===== config.mk =====
export PLATFORM = sky130hd
export DESIGN_NAME = dcr_top
export DESIGN_NICKNAME = d
export VERILOG_FILES = /design/src/inc/dcr_pkg.sv /design/src/inc/dcr_rd_if.sv /design/src/dcr_burst.sv /design/src/dcr_top.sv
export SDC_FILE = /design/constraint.sdc
export NUM_CORES = 1
export LEC_CHECK = 0
export ABC_AREA = 1
export BUFFER_PORTS_ARGS = -buffer_cell sky130_fd_sc_hd__buf_2
export CELL_PAD_IN_SITES_DETAIL_PLACEMENT = 1
export CELL_PAD_IN_SITES_GLOBAL_PLACEMENT = 1
export CORE_UTILIZATION = 45
export DETAILED_ROUTE_END_ITERATION = 10
export PLACE_DENSITY = 0.86
export SYNTH_ARGS = -nofsm -noshare
export SYNTH_HDL_FRONTEND = slang
export SYNTH_SLANG_ARGS = --single-unit

===== constraint.sdc =====
create_clock -name core_clk -period 5.88 [get_ports core_clk]
set_clock_uncertainty 0.05 [all_clocks]
set_input_delay 0.882 -clock core_clk [delete_from_list [all_inputs] [get_ports core_clk]]
set_output_delay 0.882 -clock core_clk [all_outputs]
set_load 0.01 [all_outputs]

===== src/inc/dcr_pkg.sv =====
package dcr_pkg;

   // Core clock period and analog minimums in picoseconds
   localparam int CLK_PS  = 25000;
   localparam int TRTP_PS = 7500;
   localparam int TRAS_PS = 35000;

   // Least times round up to whole cycles
   localparam logic [3:0] TRTP_CYC = 4'((TRTP_PS + CLK_PS - 1) / CLK_PS);
   localparam logic [5:0] TRAS_CYC = 6'((TRAS_PS + CLK_PS - 1) / CLK_PS);

   localparam logic [4:0] CL_RST = 5'h06;
   localparam logic [4:0] AL_RST = 5'h00;

   // Register offsets (byte addresses)
   localparam logic [7:0] REG_CFG  = 8'h00;
   localparam logic [7:0] REG_STAT = 8'h04;
   localparam logic [7:0] REG_MR0  = 8'h10;
   localparam logic [7:0] REG_MR1  = 8'h14;
   localparam logic [7:0] REG_MR2  = 8'h18;
   localparam logic [7:0] REG_MR3  = 8'h1c;

   // Configuration register field positions
   localparam int CFG_CL_LSB   = 0;
   localparam int CFG_AL_LSB   = 8;
   localparam int CFG_TRTP_LSB = 16;
   localparam int CFG_TRAS_LSB = 24;

   // Status register field positions
   localparam int STAT_CAL_BIT  = 8;
   localparam int STAT_BUSY_BIT = 9;

   localparam logic [13:0] MR_RST = 14'h0000;

   // Address bit roles on commands
   localparam int NIB_BIT = 2;
   localparam int AP_BIT  = 10;
   localparam int BC_BIT  = 12;
   localparam int CAL_EN_BIT = 2;

   // Burst lengths in command clocks, and nibble base beat
   localparam logic [2:0] BL8_CYC  = 3'h4;
   localparam logic [2:0] BC4_CYC  = 3'h2;
   localparam logic [2:0] UPPER_BEAT = 3'h4;
   localparam logic [3:0] PRE_MIN_CYC = 4'h4;

   // Calibration pattern, beat 0 in the LSB
   localparam logic [7:0] CAL_PATTERN = 8'haa;

   typedef enum logic [2:0] {
      DCR_MRS = 3'b000,
      DCR_REF = 3'b001,
      DCR_PRE = 3'b010,
      DCR_ACT = 3'b011,
      DCR_WR  = 3'b100,
      DCR_RD  = 3'b101,
      DCR_ZQ  = 3'b110,
      DCR_NOP = 3'b111
   } dcr_cmd_t;

endpackage


===== src/inc/dcr_rd_if.sv =====
`timescale 1ns/100ps
interface dcr_rd_if #(parameter int DW = 8);
   logic              launch;
   logic              bc4;
   logic              upper;
   logic              cal;
   logic [5:0]        rl;
   logic [2*DW-1:0]   arr_data;
   logic              busy;

   modport src  (output launch, bc4, upper, cal, rl, arr_data, input busy);
   modport sink (input launch, bc4, upper, cal, rl, arr_data, output busy);
endinterface


===== src/dcr_burst.sv =====
`timescale 1ns/100ps
module dcr_burst #(
   parameter int DW     = 8,
   parameter int MAX_RL = 32
) (
   input  wire logic            core_clk,
   input  wire logic            arst_n,
   dcr_rd_if.sink               rd,
   output logic [2*DW-1:0]      dq_o,
   output logic                 dq_oe,
   output logic [1:0]           dqs_o,
   output logic                 dqs_oe
);

   // Entry: {valid, bc4, upper, cal}; entry 0 launches next clock
   logic [3:0]  ent [MAX_RL];
   logic [2:0]  cnt;
   logic [2:0]  beat;
   logic        cal;
   logic [2:0]  next_beat;
   logic        start;
   logic        more;
   logic        next_oe;
   logic        next_cal;
   logic [MAX_RL-1:0] vmask;

   genvar i;
   generate
      for (i = 0; i < MAX_RL; i++) begin : g_ent
         wire ins = rd.launch && (rd.rl == 6'(i + 1));
         wire [3:0] fill = {1'b1, rd.bc4, rd.upper, rd.cal};
         assign vmask[i] = ent[i][3];
         if (i == MAX_RL - 1) begin : g_last
            always_ff @(posedge core_clk or negedge arst_n) begin
               if (!arst_n) ent[i] <= 4'h0;
               else         ent[i] <= ins ? fill : 4'h0;
            end
         end else begin : g_mid
            always_ff @(posedge core_clk or negedge arst_n) begin
               if (!arst_n) ent[i] <= 4'h0;
               else         ent[i] <= ins ? fill : ent[i+1];
            end
         end
      end
   endgenerate

   assign start     = ent[0][3];
   assign more      = cnt > 3'h1;
   assign next_oe   = start || more;
   assign next_cal  = start ? ent[0][0] : cal;
   assign next_beat = start ? (ent[0][1] ? dcr_pkg::UPPER_BEAT : 3'h0)
                            : 3'(beat + 3'h2);
   assign rd.busy   = (|vmask) || (cnt != 3'h0);

   wire pat_rise = dcr_pkg::CAL_PATTERN[next_beat];
   wire pat_fall = dcr_pkg::CAL_PATTERN[3'(next_beat + 3'h1)];

   always_ff @(posedge core_clk or negedge arst_n) begin
      if (!arst_n) begin
         cnt  <= 3'h0;
         beat <= 3'h0;
         cal  <= 1'b0;
      end else if (start) begin
         cnt  <= ent[0][2] ? dcr_pkg::BC4_CYC : dcr_pkg::BL8_CYC;
         beat <= next_beat;
         cal  <= next_cal;
      end else if (cnt != 3'h0) begin
         cnt  <= 3'(cnt - 3'h1);
         beat <= next_beat;
      end
   end

   // Two beats per clock: low half rising edge, high half falling edge
   always_ff @(posedge core_clk or negedge arst_n) begin
      if (!arst_n) begin
         dq_o   <= '0;
         dq_oe  <= 1'b0;
         dqs_o  <= 2'b00;
         dqs_oe <= 1'b0;
      end else begin
         dq_oe  <= next_oe;
         dq_o   <= !next_oe ? '0
                 : next_cal ? {{DW{pat_fall}}, {DW{pat_rise}}}
                 : rd.arr_data;
         // Strobe is low in the rising half and high in the last half beat, which forms the postamble
         dqs_o  <= next_oe ? 2'b10 : 2'b00;
         dqs_oe <= next_oe || ent[1][3];
      end
   end

   property p_cal_data;
      @(posedge core_clk) disable iff (!arst_n)
      (dq_oe && cal) |-> dq_o == {{DW{1'b1}}, {DW{1'b0}}};
   endproperty
   a_cal_data: assert property (p_cal_data)
      else $error("calibration beat pair is not 0 then 1");

   property p_preamble;
      @(posedge core_clk) disable iff (!arst_n)
      $rose(dq_oe) |-> $past(dqs_oe) && ($past(dqs_o) == 2'b00);
   endproperty
   a_preamble: assert property (p_preamble)
      else $error("read data started without a strobe preamble");

   property p_postamble;
      @(posedge core_clk) disable iff (!arst_n)
      $fell(dq_oe) |-> !dqs_oe && ($past(dqs_o) == 2'b10);
   endproperty
   a_postamble: assert property (p_postamble)
      else $error("strobe not released low after the last beat");

   property p_bl8_len;
      @(posedge core_clk) disable iff (!arst_n)
      // A follow-on start at the fourth clock keeps the data running
      (start && !ent[0][2] && !more) |=> dq_oe [*4] ##1
      (dq_oe == $past(start));
   endproperty
   a_bl8_len: assert property (p_bl8_len)
      else $error("eight-beat burst did not last four clocks");

   property p_nibble;
      @(posedge core_clk) disable iff (!arst_n)
      (start && ent[0][1]) |=> beat == 3'h4 ##1 beat == 3'h6;
   endproperty
   a_nibble: assert property (p_nibble)
      else $error("upper nibble chop did not begin at beat four");

endmodule


===== src/dcr_top.sv =====
`timescale 1ns/100ps
// Notes on behaviour
// - Calibration mode reads return 0,1,0,1,0,1,0,1 instead of array data.
// - Writing register three with 100 enables pattern reads after settling.
// - Bank address 000..011 picks mode register zero..three, value from A.
// - First read data appears AL plus CL clocks after the read.
// - Strobe preamble before data, postamble with last beat, then float.
// - A read start mid-burst cuts the running burst short; eight-beat reads tCCD apart run seamlessly.
// - Auto precharge at AL plus tRTP (at least four clocks), held off until tRAS.
// - Chopped calibration read: A2 selects lower or upper nibble.
module dcr_top #(
   parameter int DW     = 8,
   parameter int MAX_RL = 32,
   parameter int BANKS  = 8
) (
   input  wire logic              core_clk,
   input  wire logic              arst_n,
   input  wire logic              cs_n,
   input  wire logic              ras_n,
   input  wire logic              cas_n,
   input  wire logic              we_n,
   input  wire logic [2:0]        ba,
   input  wire logic [13:0]       addr,
   input  wire logic [2*DW-1:0]   arr_data,
   output logic      [2*DW-1:0]   dq_o,
   output logic                   dq_oe,
   output logic      [1:0]        dqs_o,
   output logic      [1:0]        dqs_n_o,
   output logic                   dqs_oe,
   output logic      [BANKS-1:0]  bank_open,
   output logic      [BANKS-1:0]  bank_autopre,
   input  wire logic [7:0]        reg_addr,
   input  wire logic [31:0]       reg_wdata,
   input  wire logic              reg_wr,
   input  wire logic              reg_rd,
   output logic      [31:0]       reg_rdata
);

   dcr_pkg::dcr_cmd_t cmd;
   logic [13:0]  mr [4];
   logic [4:0]   cl;
   logic [4:0]   al;
   logic [3:0]   trtp;
   logic [5:0]   tras;
   logic [31:0]  next_rdata;

   dcr_rd_if #(.DW(DW)) rd_bus ();

   // Command decode
   assign cmd = dcr_pkg::dcr_cmd_t'({ras_n, cas_n, we_n});
   wire is_mrs = !cs_n && (cmd == dcr_pkg::DCR_MRS);
   wire is_act = !cs_n && (cmd == dcr_pkg::DCR_ACT);
   wire is_pre = !cs_n && (cmd == dcr_pkg::DCR_PRE);
   wire is_rd  = !cs_n && (cmd == dcr_pkg::DCR_RD);

   // Pattern source selected only by enable bit with mode field 00
   wire cal_mode = mr[3][dcr_pkg::CAL_EN_BIT] && (mr[3][1:0] == 2'b00);

   wire [5:0] rl = 6'({1'b0, al} + {1'b0, cl});
   wire [3:0] rtp_eff = (trtp > dcr_pkg::PRE_MIN_CYC) ? trtp
                                                      : dcr_pkg::PRE_MIN_CYC;
   wire [5:0] ap_wait = 6'({1'b0, al} + {2'b00, rtp_eff});

   // Read launch toward the burst engine
   assign rd_bus.launch   = is_rd;
   assign rd_bus.bc4      = !addr[dcr_pkg::BC_BIT];
   assign rd_bus.upper    = !addr[dcr_pkg::BC_BIT] && addr[dcr_pkg::NIB_BIT];
   assign rd_bus.cal      = cal_mode;
   assign rd_bus.rl       = rl;
   assign rd_bus.arr_data = arr_data;

   dcr_burst #(.DW(DW), .MAX_RL(MAX_RL)) u_burst (
      .core_clk (core_clk),
      .arst_n   (arst_n),
      .rd       (rd_bus),
      .dq_o     (dq_o),
      .dq_oe    (dq_oe),
      .dqs_o    (dqs_o),
      .dqs_oe   (dqs_oe)
   );

   assign dqs_n_o = ~dqs_o;

   // Mode registers
   genvar m;
   generate
      for (m = 0; m < 4; m++) begin : g_mr
         always_ff @(posedge core_clk or negedge arst_n) begin
            if (!arst_n) begin
               mr[m] <= dcr_pkg::MR_RST;
            end else if (is_mrs && (ba == 3'(m))) begin
               mr[m] <= addr;
            end
         end
      end
   endgenerate

   // Per-bank row state and auto precharge timing
   genvar b;
   generate
      for (b = 0; b < BANKS; b++) begin : g_bank
         logic [5:0] ras_cnt;
         logic [5:0] ap_cnt;
         logic       ap_pend;
         wire hit    = (ba == 3'(b));
         wire ras_ok = ras_cnt >= tras;
         // tRAS lockout holds the countdown at one until the row is old enough
         wire fire   = ap_pend && (ap_cnt == 6'h01) && ras_ok;
         wire close  = is_pre && (hit || addr[dcr_pkg::AP_BIT]);

         always_ff @(posedge core_clk or negedge arst_n) begin
            if (!arst_n) begin
               ras_cnt <= 6'h00;
            end else if (is_act && hit) begin
               ras_cnt <= 6'h01;
            end else if (ras_cnt != 6'h3f) begin
               ras_cnt <= 6'(ras_cnt + 6'h01);
            end
         end

         always_ff @(posedge core_clk or negedge arst_n) begin
            if (!arst_n) begin
               ap_pend <= 1'b0;
               ap_cnt  <= 6'h00;
            end else if (is_rd && hit && addr[dcr_pkg::AP_BIT]) begin
               ap_pend <= 1'b1;
               ap_cnt  <= ap_wait;
            end else if (fire || close) begin
               ap_pend <= 1'b0;
            end else if (ap_pend && (ap_cnt > 6'h01)) begin
               ap_cnt  <= 6'(ap_cnt - 6'h01);
            end
         end

         always_ff @(posedge core_clk or negedge arst_n) begin
            if (!arst_n) begin
               bank_open[b]    <= 1'b0;
               bank_autopre[b] <= 1'b0;
            end else begin
               bank_autopre[b] <= fire;
               if (is_act && hit) begin
                  bank_open[b] <= 1'b1;
               end else if (fire || close) begin
                  bank_open[b] <= 1'b0;
               end
            end
         end

         property p_autopre;
            @(posedge core_clk) disable iff (!arst_n)
            (is_rd && hit && addr[dcr_pkg::AP_BIT] && (al == 5'h00)
             && (trtp <= 4'h4) && ras_ok) |-> ##4 fire;
         endproperty
         a_autopre: assert property (p_autopre)
            else $error("auto precharge not started four clocks after read");
      end
   endgenerate

   // Register port
   wire sel_cfg = reg_addr == dcr_pkg::REG_CFG;
   wire [31:0] cfg_word = {2'b00, tras, 4'h0, trtp, 3'h0, al, 3'h0, cl};
   wire [31:0] stat_word = {22'h000000, rd_bus.busy, cal_mode, bank_open};

   always_comb begin
      unique case (reg_addr)
         dcr_pkg::REG_CFG:  next_rdata = cfg_word;
         dcr_pkg::REG_STAT: next_rdata = stat_word;
         dcr_pkg::REG_MR0:  next_rdata = {18'h00000, mr[0]};
         dcr_pkg::REG_MR1:  next_rdata = {18'h00000, mr[1]};
         dcr_pkg::REG_MR2:  next_rdata = {18'h00000, mr[2]};
         dcr_pkg::REG_MR3:  next_rdata = {18'h00000, mr[3]};
         default:           next_rdata = 32'h00000000;
      endcase
   end

   always_ff @(posedge core_clk or negedge arst_n) begin
      if (!arst_n) reg_rdata <= 32'h00000000;
      else         reg_rdata <= reg_rd ? next_rdata : 32'h00000000;
   end

   always_ff @(posedge core_clk or negedge arst_n) begin
      if (!arst_n) begin
         cl   <= dcr_pkg::CL_RST;
         al   <= dcr_pkg::AL_RST;
         trtp <= dcr_pkg::TRTP_CYC;
         tras <= dcr_pkg::TRAS_CYC;
      end else if (reg_wr && sel_cfg) begin
         cl   <= reg_wdata[dcr_pkg::CFG_CL_LSB +: 5];
         al   <= reg_wdata[dcr_pkg::CFG_AL_LSB +: 5];
         trtp <= reg_wdata[dcr_pkg::CFG_TRTP_LSB +: 4];
         tras <= reg_wdata[dcr_pkg::CFG_TRAS_LSB +: 6];
      end
   end

   property p_mrs_sel;
      @(posedge core_clk) disable iff (!arst_n)
      (is_mrs && (ba == 3'b001)) |=> (mr[1] == $past(addr))
                                     && $stable(mr[0]);
   endproperty
   a_mrs_sel: assert property (p_mrs_sel)
      else $error("mode register set hit the wrong register");

   property p_cal_enter;
      @(posedge core_clk) disable iff (!arst_n)
      (is_mrs && (ba == 3'b011) && (addr[2:0] == 3'b100)) |=> cal_mode;
   endproperty
   a_cal_enter: assert property (p_cal_enter)
      else $error("calibration mode not entered after register write");

   property p_read_lat;
      @(posedge core_clk) disable iff (!arst_n)
      // Output register: data of cycle RL is seen at the edge after it
      (is_rd && (rl == 6'h05) && !rd_bus.busy) |-> ##6 $rose(dq_oe);
   endproperty
   a_read_lat: assert property (p_read_lat)
      else $error("first read data not at read latency");

endmodule


# Word level (Yosys, flattened, before mapping)
# Memory sizes are Yosys's and may differ from the RTL's.
# Cells that the tools add are included.
# op_classes
add_sub_neg	21
mul	0
n_div	0
order_cmp	20
n_eq_ne	71
shifts	0
n_mux	112
bitwise_logic	1
reduce_logical	167
# ops
operator	n
6-bit two-way mux	40
30-bit one-hot mux with 6 select lines	1
4-bit two-way mux	33
1-bit logical AND	99
6-bit by 5-bit equality test with 1-bit output (second input constant)	16
2-bit nonzero test	33
6-bit by 1-bit equality test with 1-bit output (second input constant)	9
6-bit by 1-bit adder with 6-bit output (second input constant)	8
6-bit by 4-bit equality test with 1-bit output (second input constant)	8
6-bit greater-or-equal comparator	8
6-bit by 1-bit > comparator with 1-bit output (second input constant)	8
6-bit inequality test (second input constant)	8
6-bit by 1-bit subtractor with 6-bit output (second input constant)	8
8-bit by 5-bit equality test with 1-bit output (second input constant)	4
16-bit two-way mux	2
32-bit two-way mux	1
32-bit OR reduction	1
1-bit two-way mux	27
6-bit by 3-bit equality test with 1-bit output (second input constant)	4
3-bit two-way mux	7
1-bit logical OR	19
2-bit inequality test (second input constant)	8
2-bit AND reduction	8
3-bit equality test (second input constant)	5
other kinds (20)	27
# word_totals
regBits	383
latch_bits	0
ram_bits	0
mem_bits_ro	16
input_bits	81
output_inout_bits	70
word_cells	482
mem_count	2
# memory_table
name	depth	word_bits	read_ports	rd_clocked_by_memory_dff	write_ports	line	rtl
(no name shown)	8	1	1	0	0	dcr_burst.sv:55	wire pat_rise = dcr_pkg::CAL_PATTERN[next_beat];
(no name shown)	8	1	1	0	0	dcr_burst.sv:56	wire pat_fall = dcr_pkg::CAL_PATTERN[3'(next_beat + 3'h1)];

# Longest topological paths before layout
# Gate-level depths: netlist of run 1.
# depth
word_depth	7
depth_mapped	14
depth_no_buf	14

# Modules after synthesis
# From an unflattened synthesis of run 1, not the netlist that was laid out.
# hier_totals
cells_unflattened	2165
hier_area_um2	17356.6
# by_module_without_submodules
module	n_inst	cells_per_inst	area_per_inst_um2	seq_area_each_um2
dcr_top	1	1675	12600.8	5510.3
dcr_burst	1	490	4755.8	2977.9

# Worst setup path before layout of run 1
# OpenSTA, ideal clock, no wires.
# synth_timing
path_type	register to register
start	reg trtp[0]
end	reg g_bank[0].ap_cnt[4]
setup_ns	0.066
t_arrival_ns	2.182
setup_slack_ns	3.583
stages_incl_launch_ff	15
path_buffers	0
path_cell_list	dfstp_2 -> inv_1 -> nand2_1 -> a21oi_1 -> nor2_1 -> ha_1 -> inv_1 -> fa_1 -> nand3b_1 -> nand2_1 -> xor2_1 -> nand2_1 -> o21ai_0 -> nand2_1 -> nand2_1
# synth_between
elab_chain_cells	4
# synth_rtl
element	line	rtl
start, declared	dcr_top.sv:43	logic [3:0] trtp;
start signal, assigned	dcr_top.sv:185	trtp <= dcr_pkg::TRTP_CYC;
start signal, assigned	dcr_top.sv:190	trtp <= reg_wdata[dcr_pkg::CFG_TRTP_LSB +: 4];
4-bit by 3-bit > comparator with 1-bit output	dcr_top.sv:60	wire [3:0] rtp_eff = (trtp > dcr_pkg::PRE_MIN_CYC) ? trtp
4-bit two-way mux *	dcr_top.sv:60	
5-bit by 4-bit adder with 6-bit output *	dcr_top.sv:62	wire [5:0] ap_wait = 6'({1'b0, al} + {2'b00, rtp_eff});
6-bit two-way mux *	dcr_top.sv:125	end else if (is_rd && hit && addr[dcr_pkg::AP_BIT]) begin
end signal, assigned	dcr_top.sv:127	ap_cnt <= ap_wait;
end signal, assigned	dcr_top.sv:131	ap_cnt <= 6'(ap_cnt - 6'h01);
end, declared	dcr_top.sv:103	logic [5:0] ap_cnt;
# Every way passes the cells marked *; elsewhere a longest branch is shown, timed or not.
# A chain may end at the register's enable or synchronous reset.

# Worst setup path after layout of run 1
# layout_timing
start	reg trtp[0]
end	reg g_bank[3].ap_cnt[4]
# layout_between
elab_chain_cells	4
# layout_rtl
element	line
4-bit by 3-bit > comparator with 1-bit output	dcr_top.sv:60
4-bit two-way mux *	dcr_top.sv:60
5-bit by 4-bit adder with 6-bit output *	dcr_top.sv:62
6-bit two-way mux *	dcr_top.sv:125
end signal, assigned	dcr_top.sv:127
end signal, assigned	dcr_top.sv:131
end, declared	dcr_top.sv:103
# Marks and branches as above.

==> metrics.md, run 1 <==
| Metric | Value |
|---|---|
| Post-DRT Antenna Nets | `0` |
| Unrepaired setup endpoints after global routing | `false` |
| First-pass GRT wire length | `83900 um` |
| Mapped Area | `0.0174 sq mm` |
| Synthesized flop and latch total | `339` |
| Final #Nets | `between 2k and 2.5k` |
| Synth unique cells | `42` |
| Resized Gates After CTS | `0` |
| CP Max Fanout | `8` |
| CP arrival | `approximately 3700 ps` |
| Setup Fix Bufs, Post-CTS | `0` |
| Via count | `15.3k` |
| DR WL met2 | `around 26000 um` |
| DRT met1 WL | `21500 um` |
| CP startpoint | `trtp[0]` |
| Max Fclk | `312 MHz` |
| Final TNS setup | `0 ps` |
| Clk_lat worst skew | `about 570 ps` |
| Initial drt markers | `663` |
| CTS Buffer Depth | `3` |
| Reg-to-Reg Start | `trtp[0]` |
| Initial antenna violation count | `4` |
| Slew headroom | `0.227` |
| Grt total ovfl | `0` |
| Ys flop type | `dfrtp_1` |
| Clock period minus worst slack | `3210 ps` |
| Final WL | `51300 um` |
| Storage cell area | `0.00849 sq mm` |
| Kind of cell adding the most delay to the critical path | `XOR/XNOR gates` |
| Largest net degree at the start of global routing | `~130` |
| Crit. End Element | `flip-flop` |
| Max_cap viols | `0` |
| Period Utilization, post-route | `0.545` |
| First-pass DRT Iterations | `5` |
| Port bufs | `between 100 and 150` |
| Yosys warning count | `0` |
| Multi-input gate area | `0.00766 sq mm` |
| Synth Area per Inst | `7.94 sq um` |
| Share of layout cells above drive strength 1 | `0.101` |
| Area Growth Syn to Fin | `13.2%` |
| Top cell type's share of synthesized area | `0.480` |
| Overall routing resource usage | `0.269` |
| Status | `complete, no violations` |
| Htree depth | `2` |
| VDD IR max | `0.208 mV` |
| Dpl ws | `2660 ps` |
| Synth async-reset ratio | `1.00` |
| Critical-path top delay cell | `xor2_1` |
| Root Driver | `clkbuf_16` |
| DRC Markers | `0` |
| Core ar. | `0.0379 sq mm` |
| Seq/Total Area, Yosys | `0.487` |
| Final hold vios | `0` |
| WHS | `approximately 340 ps` |
| CTS tree | `done` |
| Worst Tran Pin Value | `1160 ps` |
| Highest cell delay on the worst timing path | `810 ps` |
| CP Launch Type | `flip-flop` |
| Critical path, cell by cell | `inv_1, nand2_1, a21oi_1, nor2_1, ha_1, inv_1, fa_1, nand3b_1, nand2_1, xor2_1, nand2_1, o21ai_0, nand2_1, nand2_1` |
| Post-detail-place hpwl | `35600 um` |
| Num CTS Buffers | `39` |
| Yosys top cell by area | `dfrtp_1` |
| Setup-failing EPs final | `0` |
| Io pins | `151` |
| Worst Slack Setup Final | `2670 ps` |
| Utilization after layout | `0.520` |
| Largest cells by area after synthesis | `dfrtp_1 (48%), nand2_1 (15%), nand3_1 (6.3%)` |
| Overall die area | `roughly 0.040 sq mm` |
| Highest routing layer actually used | `met5` |
| DR WL/cell | `17.9 um` |
| Rows | `between 70 and 80` |
| Power Total | `8.02 mW` |
| CTS sink count | `339` |
| Via/cell ratio | `5.34` |
| CP Class | `flip-flop to flip-flop` |
| Max-slew violations | `0` |
| Chip width | `slightly below 200 um` |
| Routability congestion estimate | `0.848` |
| Static Leak | `~11 nW` |
| Clock-pin transition on the worst setup and hold timing paths | `60 ps` |
| Power per cell area | `406 mW/mm^2` |
| Most numerous cell on the critical path | `nand2_1` |
| CP required | `6330 ps` |
| Syn Inst Count | `2197` |
| WL met3 | `2060 um` |
| Filler cell count | `roughly 4.7k` |
| Worst Hold Class | `primary input to async pin` |
| Commonest non-fill, non-tap cell in the layout | `nand2_1` |
| Vias in the first global route | `roughly 17k` |
| Post-synth EDFFs | `0` |
| Crit path buf inv count | `2` |
| Most frequent cells in the layout | `nand2_1 (698), dfrtp_1 (335), inv_1 (263), nand3_1 (220), o21ai_0 (164)` |
| Initial Utilization | `0.460` |
| Die Y | `199 um` |
| Post-CTS Hold Fix Bufs | `0` |
[flip-flops by register name, indices dropped and copies added (netlist names), 3 cells and up]
register / count
al: 5
bank_autopre: 8
bank_open: 8
cl: 5
g_bank.ap_cnt: 48
g_bank.ap_pend: 8
g_bank.ras_cnt: 48
mr: 56
reg_rdata: 24
tras: 6
trtp: 4
u_burst.cnt: 3
u_burst.dq_o: 16
u_burst.ent: 96
[cells in the mapped netlist (all sizes together) (4+ instances only)]
master and number:
clkbuf 20, a21oi 62, nand4 9, ha 84, buf 40, dfrtp 335, nand3 227, o21ai 166
xor2 37, or2 5, nand2 704, mux2 9, nor2 166, inv 265, nor3 21, a21o 8
a31oi 13, dfstp 4, xnor2 7
[cell type report]
type	instances	share of cell area
tap	511	0.0324
antenna	2	0.000254
clock inverter	15	0.00564
sequential	339	0.430
inverter	267	0.0508
multi-input combinational	1539	0.388
clock buffer	57	0.0564
timing repair buffer	136	0.0366
[routing by layer]
layer,up-vias,GRT usage
met5,-,0
met4,4,0.124
met3,127,0.0400
met2,328,0.471
met1,7614,0.326
li1,7219,-
[where the power goes]
part	switching, mW	internal (mW)	leakage (nW)
sequential	0.406	2.79	4.40
clock	1.02	1.33	0.611
combinational	1.55	0.927	6.02
[stage by stage]
stage,cell area (sq um),instances
finish,19700,2866
global route,19700,2866
CTS,19700,2864
detailed placement,18500,2792
global placement,18500,2792
floorplan,17500,2205
[kinds of logic after synthesis]
group | synth area share
muxes | 0.00581
adders and majority gates | 0.0625
other | 0.000430
buffers and inverters | 0.0767
AOI/OAI and AO/OA | 0.0757
and+or+nand+nor | 0.270
xor gates and xnor gates | 0.0221
DFF | 0.487
[worst paths after layout]
path / to / slack (ps) / depth (start not counted)
max: g_bank[3].ap_cnt[4] / 2670 / 14
min: u_burst.cnt[0] / 340 / 1
max reg2reg: g_bank[3].ap_cnt[4] / 2670 / 14
min reg2reg: u_burst.ent[16] / 390 / 2
max in group asynchronous: mr[6] / 4160 / 2
min in group core_clk: u_burst.ent[16] / 390 / 2
(Power assumes the default switching activity.)
==> run 2, diff against run 1 <==
- clock period: 5.88 -> 3.3 ns (I/O delays scaled with it)
==> run 2 against run 1 <==
  * Wire length fell by 1.2%
  * Global-route usage fell by 0.10 points
  * Worst hold slack got worse by 280 ps
  * Worst setup slack got worse by 2000 ps
  * Critical path type unchanged
  * Highest routed layer unchanged
==> metrics.md, run 2 (synthesis gave the netlist of run 1 again) <==
| Metric | Value |
|---|---|
| CP Max Fanout | `8` |
| Hold Crit Depth | `2` |
| Power per cell area | `714 mW/mm^2` |
| Overall die area | `0.0396 sq mm` |
| Max-slew violations | `0` |
| Clk_lat worst skew | `580 ps` |
| Commonest non-fill, non-tap cell in the layout | `nand2_1` |
| Max reg flops | `96` |
| Final hold vios | `0` |
| Most numerous cell on the critical path | `nand2_1` |
| CP Class | `flip-flop to flip-flop` |
| Num CTS Buffers | `39` |
| Via count | `15.2k` |
| Filler cell count | `4715` |
| Critical-path top delay cell | `dfstp_2` |
| Clock period minus worst slack | `2650 ps` |
| Rows | `71` |
| CP required | `3760 ps` |
| Slew headroom | `0.491` |
| VDD IR max | `0.433 mV` |
| CTS tree | `done` |
| Initial drt markers | `695` |
| CP Launch Type | `flip-flop` |
| Via/cell ratio | `around 5.3` |
| CP arrival | `3110 ps` |
| Dpl cells | `between 2k and 3k` |
| Non-Filler Instances | `2872` |
| DRC Markers | `0` |
| Die Y | `199 um` |
| DR WL met2 | `between 20000 and 30000 um` |
| Unrepaired setup endpoints after global routing | `false` |
| Critical path, cell by cell | `inv_1, nand2_1, a21oi_1, nor2_1, ha_1, inv_1, fa_1, nand3b_1, nand2_1, xor2_1, buf_4, nand2_1, o21ai_0, nand2_1, nand2_1` |
| Post-detail-place hpwl | `~35000 um` |
| Port bufs | `128` |
| Initial antenna violation count | `2` |
| CTS Buffer Depth | `3` |
| Root Driver | `clkbuf_16` |
| Static Leak | `11.1 nW` |
| Most frequent cells in the layout | `nand2_1 (698), dfrtp_1 (335), inv_1 (263), nand3_1 (220), o21ai_0 (164)` |
| Status | `complete, no violations` |
| DR WL/cell | `17.6 um` |
| Crit. End Element | `flip-flop` |
| Resized Gates After CTS | `0` |
| CTS sink count | `roughly 340` |
| WL met3 | `2220 um` |
| Core ar. | `0.0379 sq mm` |
| Placed cell area | `0.0186 sq mm` |
| Routability congestion estimate | `about 0.84` |
| Worst Hold Class | `primary input to flip-flop` |
| First-pass DRT Iterations | `4` |
| Htree depth | `2` |
| Period Utilization, post-route | `0.805` |
| Area Growth Syn to Fin | `13.7%` |
| Utilization after layout | `0.523` |
| Grt total ovfl | `0` |
| Reg2Reg Depth | `15` |
| Setup-failing EPs final | `0` |
| Final #Nets | `around 2.5k` |
| Final Instance Area | `0.0198 sq mm` |
| Chip width | `around 200 um` |
| Max Fclk | `377 MHz` |
| First-pass GRT wire length | `83600 um` |
| Highest routing layer actually used | `met5` |
| Clock-pin transition on the worst setup and hold timing paths | `~60 ps` |
| Highest cell delay on the worst timing path | `510 ps` |
| Final TNS setup | `0 ps` |
| Vias in the first global route | `16.5k` |
| Biggest register | `u_burst.ent` |
| DRT met1 WL | `around 21000 um` |
| Largest net degree at the start of global routing | `between 70 and 80` |
| Post-DRT Antenna Nets | `0` |
| Final WL | `50700 um` |
| Initial Utilization | `0.460` |
| Worst Tran Pin Value | `757 ps` |
| Overall routing resource usage | `0.268` |
| Io pins | `151` |
| Max_cap viols | `0` |
| Share of layout cells above drive strength 1 | `0.103` |
| Regs by FF count | `u_burst.ent (96), mr (56)` |
[run 2: critical path: cells and delay by family, from the launching register on]
family / cells / cell delay [ps]
xor+xnor: 1 / 170
buf+inv: 3 / 390
compound gates: 2 / 170
flops: 1 / 510
fa+ha+maj: 2 / 580
simple gates: 7 / 730
[run 2: worst paths after layout]
kind,startpoint,endpoint,slack [ps]
max,trtp[0],g_bank[2].ap_cnt[4],650
min,addr[12],u_burst.ent[2],60
max reg2reg,trtp[0],g_bank[2].ap_cnt[4],650
min reg2reg,u_burst.ent[2],u_burst.ent[6],390
max in group asynchronous,arst_n,g_bank[6].ap_cnt[5],1910
min in group asynchronous,arst_n,u_burst.ent[94],430
[run 2: report_power, final]
group / total (mW) / switching (mW) / leakage (nW) / internal, mW
logic: 4.35 / 2.69 / 6.10 / 1.66
clock network: 4.14 / 1.79 / 0.589 / 2.35
registers: 5.67 / 0.701 / 4.40 / 4.97
total: 14.2 / 5.18 / 11.1 / 8.99
[run 2: timing repair]
action / 4_1_cts / 5_1_grt
hold endpoints to repair: 62 / 0
setup buffers: 0 / 0
hold buffers: 1 / 0
[run 2: through the flow]
stage	setup slack, ps	power, mW	hold WS (ps)
after floorplan	1000	8.67	149
after global placement	802	9.62	373
after detailed placement	651	10.0	383
after CTS	620	14.3	40.1
after global routing	372	15.2	55.7
final	645	14.2	56.2
[run 2: cell type report]
cell class	instances	area [sq um]	area share
Sequential cell	339	8490	0.428
Multi-Input combinational cell	1539	7660	0.386
Clock buffer	58	1120	0.0563
Inverter	267	1000	0.0505
Timing Repair Buffer	149	861	0.0434
Tap cell	511	639	0.0322
Clock inverter	8	73.8	0.00372
Antenna cell	1	2.50	0.000126
[run 2: per-layer routing]
metal / track usage / vias to the layer above
li1: - / 7232
met1: 0.319 / 7566
met2: 0.480 / 307
met3: 0.0434 / 114
met4: 0.109 / 4
met5: 0 / -
==> run 3, diff against run 2 <==
- ABC_AREA: 1 -> 0
- PLACE_DENSITY: 0.86 -> 0.82
- clock period: 3.3 -> 2.6 ns (I/O delays scaled with it)
==> run 3 against run 2 <==
  * Area after synthesis down 4.8%
  * Die area down 4.8%
  * Clock-buffer cell count down 1
  * Utilization up 4.5 points
  * Critical endpoint is now u_burst.ent[30]
  * Synthesized cell count down 33%
  * Cell area up 2.9%
  * Critical path depth down 7
  * Worst hold slack worse by 47 ps
  * Via count down 11%
  * The flow now finishes with violations (negative setup slack)
  * First-iteration DRC count up 38%
  * Combinational power up 14%
==> metrics.md, run 3 <==
| Metric | Value |
|---|---|
| Syn Inst Count | `1480` |
| Power per cell area | `895 mW/mm^2` |
| Hold Crit Depth | `2` |
| CTS sink count | `339` |
| Worst Slack Setup Final | `-118 ps` |
| Synth async-reset ratio | `1.00` |
| First-pass DRT Iterations | `5` |
| Post-synth EDFFs | `0` |
| Yosys warning count | `0` |
| Largest cells by area after synthesis | `dfrtp_1 (50%), ha_1 (6.3%), mux2_2 (5.2%)` |
| Initial antenna violation count | `1` |
| CP Launch Type | `flip-flop` |
| Failing checks | `negative setup slack` |
| Power Total | `about 18 mW` |
| Sequential group share of total power | `0.412` |
| Static Leak | `9.76 nW` |
| Hold Crit Start | `reg_wdata[19]` |
| Max Fclk | `368 MHz` |
| Sw Ratio | `0.345` |
| Grt total ovfl | `0` |
| Worst Tran Pin Value | `795 ps` |
| Most frequent cells in the layout | `dfrtp_1 (335), buf_2 (127), buf_4 (89), ha_1 (80), nand2_1 (76)` |
| Top cell type's share of synthesized area | `0.505` |
| Most common library cells after synthesis | `dfrtp_1 (335), nor2_1 (106), ha_1 (84)` |
| Max_cap viols | `0` |
| CP Class | `flip-flop to flip-flop` |
| DR WL/cell | `26.6 um` |
| Htree depth | `2` |
| Chip width | `194 um` |
| Number of antenna diodes | `0` |
| Non-Filler Instances | `2195` |
| Clock power frac | `0.315` |
| Initial Utilization | `0.462` |
| Clock-pin transition on the worst setup and hold timing paths | `80 ps` |
| Status | `finished, violations left` |
| Max-slew violations | `0` |
| Final hold vios | `0` |
| Die Y | `around 190 um` |
| Synth Area per Inst | `between 10 and 15 sq um` |
| Clk_lat worst skew | `570 ps` |
| Ys flop type | `dfrtp_1` |
| Initial drt markers | `961` |
| CTS Buffer Depth | `3` |
| WHS | `9.56 ps` |
| Slew headroom | `0.470` |
| NetSw | `6.29 mW` |
| Clock period minus worst slack | `2720 ps` |
| Dpl cells | `approximately 2.1k` |
| Overall die area | `0.0377 sq mm` |
| Filler cell count | `3720` |
| Storage cell area | `0.00849 sq mm` |
| Mapped Area | `0.0166 sq mm` |
| CP Max Fanout | `14` |
| DRC Markers | `0` |
| Commonest non-fill, non-tap cell in the layout | `dfrtp_1` |
| Utilization after layout | `0.568` |
| Worst Hold Class | `primary input to flip-flop` |
| Synthesized flop and latch total | `roughly 340` |
| Regs by FF count | `u_burst.ent (96), mr (56)` |
| First-pass GRT wire length | `81400 um` |
| Overall routing resource usage | `0.277` |
| Cell with the most instances after synthesis | `dfrtp_1` |
| Post-detail-place hpwl | `33700 um` |
| Setup-failing EPs final | `58` |
| Core ar. | `approximately 0.036 sq mm` |
| Logic gate share of total power | `0.272` |
| Io pins | `151` |
| Final WL | `just under 60000 um` |
| Rows | `69` |
| Biggest register | `u_burst.ent` |
| Num CTS Buffers | `38` |
| R2R Setup Slk | `-120 ps` |
| Crit. End Element | `flip-flop` |
| CTS tree | `done` |
| Post-DRT Antenna Nets | `0` |
| Area Growth Syn to Fin | `22.9%` |
| Reg2Reg Depth | `8` |
| Internal cell power | `12.0 mW` |
| Root Driver | `clkbuf_16` |
| CP arrival | `around 3100 ps` |
| Synth unique cells | `72` |
| Yosys top cell by area | `dfrtp_1` |
| VDD IR max | `roughly 0.45 mV` |
| Reg-to-Reg Start | `cl[1]` |
| Via/cell ratio | `6.20` |
| Hold path endpoint | `trtp[3]` |
| Period Utilization, post-route | `1.05` |
| Via count | `13.6k` |
| Vias in the first global route | `14.2k` |
| Routability congestion estimate | `0.884` |
| Max reg flops | `96` |
| Unrepaired setup endpoints after global routing | `true` |
| Port bufs | `128` |
| Share of layout cells above drive strength 1 | `0.294` |
| Seq/Total Area, Yosys | `0.511` |
| Dpl ws | `-250 ps` |
| Largest net degree at the start of global routing | `73` |
| Multi-input gate area | `0.00817 sq mm` |
| CP required | `2980 ps` |
| Reg2Reg Capture Point | `u_burst.ent[30]` |
| Final #Nets | `1874` |
==> run 3: how the worst max path moves through the flow <==
stage	slack, ps	end	startpoint
2_1_floorplan	10	u_burst.ent[44]	al[0]
3_3_place_gp	-110	u_burst.ent[0]	cl[0]
3_5_place_dp	-250	u_burst.ent[88]	cl[1]
4_1_cts	-30	u_burst.ent[36]	al[0]
5_1_grt	-160	u_burst.ent[66]	al[0]
6_report	-120	u_burst.ent[30]	cl[1]
==> run 3: logic make-up after synthesis <==
logic type | count (synthesis) | synth area share
AND/OR/NAND/NOR | 441 | 0.142
flip-flops | 339 | 0.511
AO/OA/AOI/OAI | 287 | 0.108
multiplexers | 160 | 0.116
buffers and inverters | 114 | 0.0302
adder cells (fa/ha/maj) | 86 | 0.0657
XOR/XNOR | 51 | 0.0269
other | 2 | 0.000452
==> run 3: timing repair <==
| item | 4_1_cts | 5_1_grt |
|---|---|---|
| setup buffers | 11 | 5 |
| hold buffers | 1 | 0 |
| resized for setup | 44 | 94 |
| setup endpoints to repair | 89 | 72 |
| pin swaps | 14 | 7 |
| endpoints found under the hold margin | 36 | 0 |
| gates cloned | 0 | 3 |
==> run 3: per-layer routing <==
| layer | GRT usage | part of all wire | up-vias | wire [um] |
|---|---|---|---|---|
| li1 | - | - | 5777 | - |
| met5 | 0 | 0 | - | 0 |
| met3 | 0.0447 | 0.062 | 248 | 3590 |
| met2 | 0.480 | 0.49 | 613 | 28700 |
| met4 | 0.124 | 0.065 | 0 | 3760 |
| met1 | 0.339 | 0.38 | 6965 | 22200 |
==> run 3: layout make-up <==
| type | instances | share of cell area |
|---|---|---|
| repair buffers | 239 | 0.0817 |
| flip-flops and latches | 339 | 0.416 |
| well taps | 461 | 0.0283 |
| inverters | 54 | 0.00993 |
| multi-input cells | 1035 | 0.400 |
| clock buffers | 57 | 0.0566 |
| clock inverters | 10 | 0.00736 |
==> run 3: through the flow <==
step           area (sq um)  setup TNS (ps)
2_1_floorplan         16600               0
3_3_place_gp          18300           -1350
3_5_place_dp          18300           -7820
4_1_cts               19900           -37.9
5_1_grt               20400           -6050
6_report              20400           -3050
==> run 3: power by group through the flow <==
stage	combinational (mW)	clock (mW)	sequential [mW]
floorplan	3.14	0	7.21
detailed placement	4.55	0	7.48
global route	5.48	6.00	7.65
finish	4.97	5.76	7.53
CTS	4.77	5.71	7.43
global placement	4.14	0	7.37
==> run 3: critical path, cell delays in order (launching register included) <==
cell       delay (ps)
dfstp_2           600
ha_4              230
a21o_4            220
a2111oi_4         300
buf_6             200
o2111ai_4         210
buf_6             220
buf_6             170
o31ai_1           380
